**src/pkg/supervisor_pkg.sv**
```systemverilog
// Constants shared by the supply supervisor and watchdog block
package supervisor_pkg;

    // ------------------------------------------------------------------
    // Clock and timing figures
    // ------------------------------------------------------------------
    localparam int unsigned CLK_HZ         = 40000000;
    localparam int unsigned DELAY_LONG_MS  = 200;
    localparam int unsigned DELAY_SHORT_MS = 25;
    localparam int unsigned TOUT_LONG_MS   = 1600;
    localparam int unsigned TOUT_SHORT_MS  = 200;
    localparam int unsigned CYC_PER_MS     = CLK_HZ / 1000;
    localparam int unsigned DELAY_LONG_CYC  = DELAY_LONG_MS * CYC_PER_MS;
    localparam int unsigned DELAY_SHORT_CYC = DELAY_SHORT_MS * CYC_PER_MS;
    localparam int unsigned TOUT_LONG_CYC   = TOUT_LONG_MS * CYC_PER_MS;
    localparam int unsigned TOUT_SHORT_CYC  = TOUT_SHORT_MS * CYC_PER_MS;

    // ------------------------------------------------------------------
    // Counter width and reset values
    // ------------------------------------------------------------------
    localparam int unsigned CNT_W   = 32;
    localparam logic [31:0] CNT_RST = 32'h0000_0000;

    // ------------------------------------------------------------------
    // Output phases
    // ------------------------------------------------------------------
    typedef enum logic [1:0] {
        PH_HOLD,
        PH_DELAY,
        PH_RUN
    } phase_t;

endpackage

```
**src/rtl/kick_detect.sv**
```systemverilog
// Watchdog kick edge detector with undriven-input substitute kicks
`timescale 1ns/1ps

module kick_detect (
    input  wire logic clk,
    input  wire logic rst,
    input  wire logic kick_in,
    input  wire logic kick_hiz,
    input  wire logic both_edges,
    output logic      kick_pulse
);

    // ------------------------------------------------------------------
    // Edge detection
    // ------------------------------------------------------------------
    logic prev_r;
    logic fall_w;
    logic rise_w;

    always_ff @(posedge clk or posedge rst) begin
        if (rst) begin
            prev_r <= 1'b1;
        end else begin
            prev_r <= kick_in;
        end
    end

    assign fall_w = prev_r & ~kick_in;
    assign rise_w = ~prev_r & kick_in;

    // Undriven pin counts as a kick every cycle, so no timeout fires
    assign kick_pulse = kick_hiz | fall_w | (both_edges & rise_w);

endmodule

```
**src/rtl/supply_supervisor_watchdog.sv**
```systemverilog
// Supply supervisor with release delay, manual reset and watchdog
//
// Functional notes
// [RULE1] Reset output low once powered while supply is under the threshold
// [RULE2] Complementary active-high output high while supply is low
// [RULE3] After supply recovery hold reset for the release delay
// [RULE4] Supply dropping low reasserts reset at once, no delay
// [RULE5] Manual reset low forces outputs active regardless of all else
// [RULE6] Each falling kick edge restarts the watchdog interval
// [RULE7] Missed kick asserts reset for exactly the release delay
// [RULE8] Timeout also restarts the watchdog from its initial state
// [RULE9] Undriven kick input makes internal kicks; watchdog never fires
// [RULE10] Non-A: kick during reset latches reset low permanently
// [RULE11] A variant: kicks during reset do not latch, release proceeds
// [RULE12] A variant: rising or falling kick edge both retrigger
// [RULE13] Watchdog held cleared during any reset, counts after release
// [RULE14] Delay and timeout are counters with per-variant terminal counts
`timescale 1ns/1ps

module supply_supervisor_watchdog #(
    parameter logic [31:0] DELAY_CYC = 32'(supervisor_pkg::DELAY_LONG_CYC),
    parameter logic [31:0] TOUT_CYC  = 32'(supervisor_pkg::TOUT_LONG_CYC),
    parameter bit          A_VARIANT = 1'b0,
    parameter bit          HAS_WDOG  = 1'b1
) (
    input  wire logic CLK,
    input  wire logic RST,
    input  wire logic SUPPLY_ABOVE_FALL,
    input  wire logic SUPPLY_ABOVE_RISE,
    input  wire logic MANUAL_RESET_N,
    input  wire logic WATCHDOG_KICK_INPUT,
    input  wire logic KICK_UNDRIVEN,
    output logic      RESET_N,
    output logic      RESET_HI,
    output logic      RESET_LATCHED,
    output logic      WDOG_FIRED
);

    // ------------------------------------------------------------------
    // Kick detection
    // ------------------------------------------------------------------
    logic kick_w;

    kick_detect u_kick (
        .clk        (CLK),
        .rst        (RST),
        .kick_in    (WATCHDOG_KICK_INPUT),
        .kick_hiz   (KICK_UNDRIVEN),        // [RULE9]
        .both_edges (A_VARIANT),            // [RULE12]
        .kick_pulse (kick_w)                // [RULE6]
    );

    // ------------------------------------------------------------------
    // State
    // ------------------------------------------------------------------
    supervisor_pkg::phase_t phase_r;
    supervisor_pkg::phase_t phase_nxt;
    logic [31:0]            dly_r;
    logic [31:0]            dly_nxt;
    logic [31:0]            wd_r;
    logic [31:0]            wd_nxt;
    logic                   latch_r;
    logic                   latch_nxt;
    logic                   fired_r;
    logic                   fired_nxt;
    logic                   rst_out_r;

    // ------------------------------------------------------------------
    // Decode
    // ------------------------------------------------------------------
    logic force_w;
    logic in_reset_w;
    logic dly_done_w;
    logic tout_w;

    // Manual reset and supply drop bypass the delay entirely
    assign force_w    = ~MANUAL_RESET_N | ~SUPPLY_ABOVE_FALL; // [RULE4] [RULE5]
    assign in_reset_w = (phase_r != supervisor_pkg::PH_RUN);
    assign dly_done_w = (dly_r >= DELAY_CYC - 32'h1);        // [RULE14]
    assign tout_w     = HAS_WDOG && !kick_w
                        && (wd_r >= TOUT_CYC - 32'h1);       // [RULE14]

    // ------------------------------------------------------------------
    // Next state
    // ------------------------------------------------------------------
    always_comb begin
        phase_nxt = phase_r;
        dly_nxt   = dly_r;
        wd_nxt    = supervisor_pkg::CNT_RST;
        latch_nxt = latch_r;
        fired_nxt = 1'b0;
        // Sticky lock-up, mirrors the part's known trap with active kicks
        if (!A_VARIANT && HAS_WDOG && in_reset_w && kick_w
            && !KICK_UNDRIVEN) begin
            latch_nxt = 1'b1;                                 // [RULE10]
        end
        case (phase_r)
            supervisor_pkg::PH_HOLD: begin
                dly_nxt = supervisor_pkg::CNT_RST;
                if (!force_w && SUPPLY_ABOVE_RISE) begin
                    phase_nxt = supervisor_pkg::PH_DELAY;     // [RULE3]
                end
            end
            supervisor_pkg::PH_DELAY: begin
                if (force_w) begin
                    phase_nxt = supervisor_pkg::PH_HOLD;      // [RULE4]
                    dly_nxt   = supervisor_pkg::CNT_RST;
                // A kick on the release edge itself must still lock reset low
                end else if (dly_done_w && !latch_nxt) begin
                    phase_nxt = supervisor_pkg::PH_RUN;       // [RULE3] [RULE11]
                    dly_nxt   = supervisor_pkg::CNT_RST;
                end else if (!dly_done_w) begin
                    dly_nxt = dly_r + 32'h1;                  // [RULE7]
                end
            end
            supervisor_pkg::PH_RUN: begin
                if (force_w) begin
                    phase_nxt = supervisor_pkg::PH_HOLD;      // [RULE4] [RULE5]
                end else if (tout_w) begin
                    phase_nxt = supervisor_pkg::PH_DELAY;     // [RULE7] [RULE8]
                    fired_nxt = 1'b1;
                end else if (!kick_w && HAS_WDOG) begin
                    wd_nxt = wd_r + 32'h1;                    // [RULE6] [RULE13]
                end
            end
            default: begin
                phase_nxt = supervisor_pkg::PH_HOLD;
            end
        endcase
    end

    // ------------------------------------------------------------------
    // Registers
    // ------------------------------------------------------------------
    always_ff @(posedge CLK or posedge RST) begin
        if (RST) begin
            phase_r <= supervisor_pkg::PH_HOLD;               // [RULE1]
            dly_r   <= supervisor_pkg::CNT_RST;
            wd_r    <= supervisor_pkg::CNT_RST;
            latch_r <= 1'b0;
            fired_r <= 1'b0;
        end else begin
            phase_r <= phase_nxt;
            dly_r   <= dly_nxt;
            wd_r    <= wd_nxt;                                // [RULE13]
            latch_r <= latch_nxt;
            fired_r <= fired_nxt;
        end
    end

    // Output flop reflects force immediately on the next edge
    always_ff @(posedge CLK or posedge RST) begin
        if (RST) begin
            rst_out_r <= 1'b1;
        end else begin
            rst_out_r <= (phase_nxt != supervisor_pkg::PH_RUN); // [RULE1]
        end
    end

    // ------------------------------------------------------------------
    // Outputs
    // ------------------------------------------------------------------
    assign RESET_N       = ~rst_out_r;                        // [RULE1]
    assign RESET_HI      = rst_out_r;                         // [RULE2]
    assign RESET_LATCHED = latch_r;
    assign WDOG_FIRED    = fired_r;

endmodule

```
**config.mk**
```make
export PLATFORM = sky130hd
export DESIGN_NAME = supply_supervisor_watchdog
export DESIGN_NICKNAME = d
export VERILOG_FILES = /design/src/pkg/supervisor_pkg.sv /design/src/rtl/kick_detect.sv /design/src/rtl/supply_supervisor_watchdog.sv
export SDC_FILE = /design/constraint.sdc
export NUM_CORES = 1
export LEC_CHECK = 0
export ABC_AREA = 1
export BUFFER_PORTS_ARGS = -buffer_cell sky130_fd_sc_hd__buf_2
export CORE_MARGIN = 2
export CORE_UTILIZATION = 35
export DETAILED_ROUTE_END_ITERATION = 8
export PLACE_DENSITY_LB_ADDON = 0.1
export SETUP_SLACK_MARGIN = 0.2
export SYNTH_ARGS = -nofsm -noshare
export SYNTH_HDL_FRONTEND = slang
export SYNTH_SLANG_ARGS = --single-unit
export TNS_END_PERCENT = 20
```
**constraint.sdc**
```tcl
create_clock -name CLK -period 3.4 [get_ports CLK]
set_clock_uncertainty 0.1 [all_clocks]
set_input_delay 0.34 -clock CLK [delete_from_list [all_inputs] [get_ports CLK]]
set_output_delay 0.34 -clock CLK [all_outputs]
set_load 0.02 [all_outputs]
```
==> reports/qor.yml <==
synth:
  synth_largest_area_cell: "dfrtp_1"
  postSynthCellCount: 544
  synth_ff_type: "dfrtp_1"
  synth_area_um2: 4001
  yosys_warnings: 0
  synth_common_cells: "135 x nand2_1, 107 x nor2_1, 73 x inv_1"
  yosys.cell_types.count: 36
  avgSynthCellArea_um2: 7.355
  async_reset_ff_frac: 1.000
  synth_seq_cells: 70
  synth_edf_count: 0
  ys_seq_area_frac: 0.4384
  synth.area.top_cells: "dfrtp_1 43%, nand2_1 13%, nor2_1 10%"
  synth.most_common_cell: "nand2_1"
  netlist.area_leader.share: 0.4253
finish:
  diodes: 0
  area_delta_synth_final_pct: 13.29
  drive_gt1_frac: 0.1162
  nets: 572
  fill_cells: 1164
  fin_cells: 711
worst_setup_path:
  crit_chain: "dlygate4sd3_1, buf_2, inv_1, nand2_1, nand2_1, a31oi_2, nor2_1, nand2_4, nand2_4, inv_2, nand2_1, nand2_1, inv_1"
  crit_arrival_ns: 2.46
  slowest_stage: "dlygate4sd3_1"
  worstSetupPathType: "input pin to flip-flop"
  path_max_fanout: 29
  worstSetupStartpoint: "WATCHDOG_KICK_INPUT"
  crit_path_end_kind: "flip-flop"
  rr_startpoint: "dly_r[0]"
  cpPeakStageDelay_ns: 0.52
  crit_path_frequent_cell: "nand2_1"
  required_ns: 3.54
  cp-start-kind: "input pin"
clocking:
  cts.path.max_buffers: 2
  postCtsSetupBuffers: 0
  clock-root-buffer: "clkbuf_16"
  postCtsResizedCells: 0
  numCtsBuffers: 9
  cts-htree-levels: 3
  hold_buffers: 1
  cts_sinks: 70
  clkTransAtPathRegs_ns: 0.06
  clk_latency_ns: 0.34
  cts_tree: "yes"
route:
  drt-wirelength-per-cell_um: 12.91
  via_count: 3415
  via_per_inst: 4.803
  drc: 0
  drt-total-wl_um: 9177
  ant_nets: 0
  drt_iter0_drc: 158
  drtPass1Iterations: 4
floorplanning:
  rows: 39
  io_pins: 11
  dieArea_um2: 12300
  initial_core_util: 0.3550
  die-width_um: 110.9
  die_h_um: 110.9
  core_area_um2: 11270
sta:
  fmax_ghz: 0.4301
  hold_ws_ns: 0.09434
  finalHoldViolations: 0
  worst_pin_slew_ns: 0.8767
  min_period_ns: 2.325
  slew_headroom: 0.4147
  fin_ws_ns: 1.075
  fin_crit_sh: 0.6838
  setup_viol: 0
  final_max_slew_viol_count: 0
  grt_setup_unrepaired: "false"
  fin_tns_setup_ns: 0
min_path:
  min_path_type: "input pin to asynchronous set/reset pin"
outcome:
  status: "finished clean"
pwr:
  p_per_area_nw_per_um2: 424.1
  leakage_nw: 2.042
  irDropWorstVdd_v: 0.0002010
placement:
  routabilityCongestion: 0.8318
  place_hpwl_um: 6737
  numPortBuffers: 10
  dp.cells: 694
  pre_cts_ws_ns: 1.119
grt:
  grt_max_degree: 42
  track_usage: 0.1623
  grt_pass1_wl_um: 15790
  antenna_found_initial: 0
  grt_pass1_vias: 3377
  overflow: 0
run:
  drv_cap: 0
final timing paths:
check | endpoint | slack (ns) | cells past startpoint
setup reg to reg | dly_r[10] | 1.13 | 13
hold reg to reg | wd_r[0] | 0.37 | 1
min in group CLK | phase_r[0] | 0.30 | 3
setup / recovery | dly_r[10] | 1.08 | 13
hold / removal | dly_r[0] | 0.09 | 2
max in group asynchronous | u_kick.prev_r | 2.30 | 3
placed cells by master (no fill, tap or decap), drive strengths merged:
cell type and n:
a21oi 4, a31oi 5, a41oi 1, and2 1
and3 1, buf 14, bufinv 2, clkbuf 11
clkinv 2, clkinvlp 1, conb 6, dfrtp 68
dfstp 2, dlygate4sd3 1, ha 2, inv 76
nand2 144, nand3 30, nand3b 3, nand4 30
nor2 110, nor3 14, nor4 4, o21ai 16
o21bai 1, or2 1, xnor2 6, xor2 12
state kept, by name (all words and copies together) (netlist names):
| name | flops |
|---|---|
| dly_r | 32 |
| wd_r | 32 |
| phase_r | 2 |
| RESET_HI | 1 |
| RESET_LATCHED | 1 |
| WDOG_FIRED | 1 |
| u_kick.prev_r | 1 |
final cells by class:
cell class                      instances  area [µm²]  share of cell area
Tap cell                              143       178.9             0.03947
Inverter                               76       285.3             0.06293
Timing Repair Buffer                   15       90.09             0.01987
Clock buffer                           11       252.7             0.05575
Sequential cell                        70        1754              0.3870
Multi-Input combinational cell        391        1891              0.4171
Clock inverter                          5       81.33             0.01794
per-stage QoR:
step | util | power, mW | cell area (µm²)
2_1_floorplan | - | 0.8810 | 4020
3_3_place_gp | 0.3716 | 0.8967 | 4189
3_5_place_dp | 0.3716 | 0.8978 | 4189
4_1_cts | 0.4022 | 1.962 | 4533
5_1_grt | 0.4022 | 2.005 | 4533
6_report | 0.4022 | 1.923 | 4533
cells by family (layout without fill, tap and decap cells):
family,after synthesis,count (layout),share of synthesized area
flip-flops,70,70,0.4384
XOR/XNOR,18,18,0.03940
adder cells (fa/ha/maj),2,2,0.006253
AND/OR/NAND/NOR,338,338,0.3696
buffers and inverters,88,107,0.09381
other,1,6,0.0009372
AO/OA/AOI/OAI,27,27,0.05159
routing by layer:
metal	vias to the layer above	global-route usage	wire length (µm)
met5	-	0	0
met2	56	0.2826	4488
li1	1762	-	-
met3	23	0.03663	335
met4	0	0.07917	267
met1	1574	0.1883	4086
power breakdown:
part           internal (mW)  switching, mW
clock                  0.682          0.359
sequential             0.839        0.00160
combinational        0.00893         0.0321
total                   1.53          0.393
critical path: cells and delay by family:
kind | cells | cell delay (ns)
buf+inv | 5 | 0.96
simple gates | 7 | 0.89
compound gates | 1 | 0.27
(Power assumes the default switching activity.)
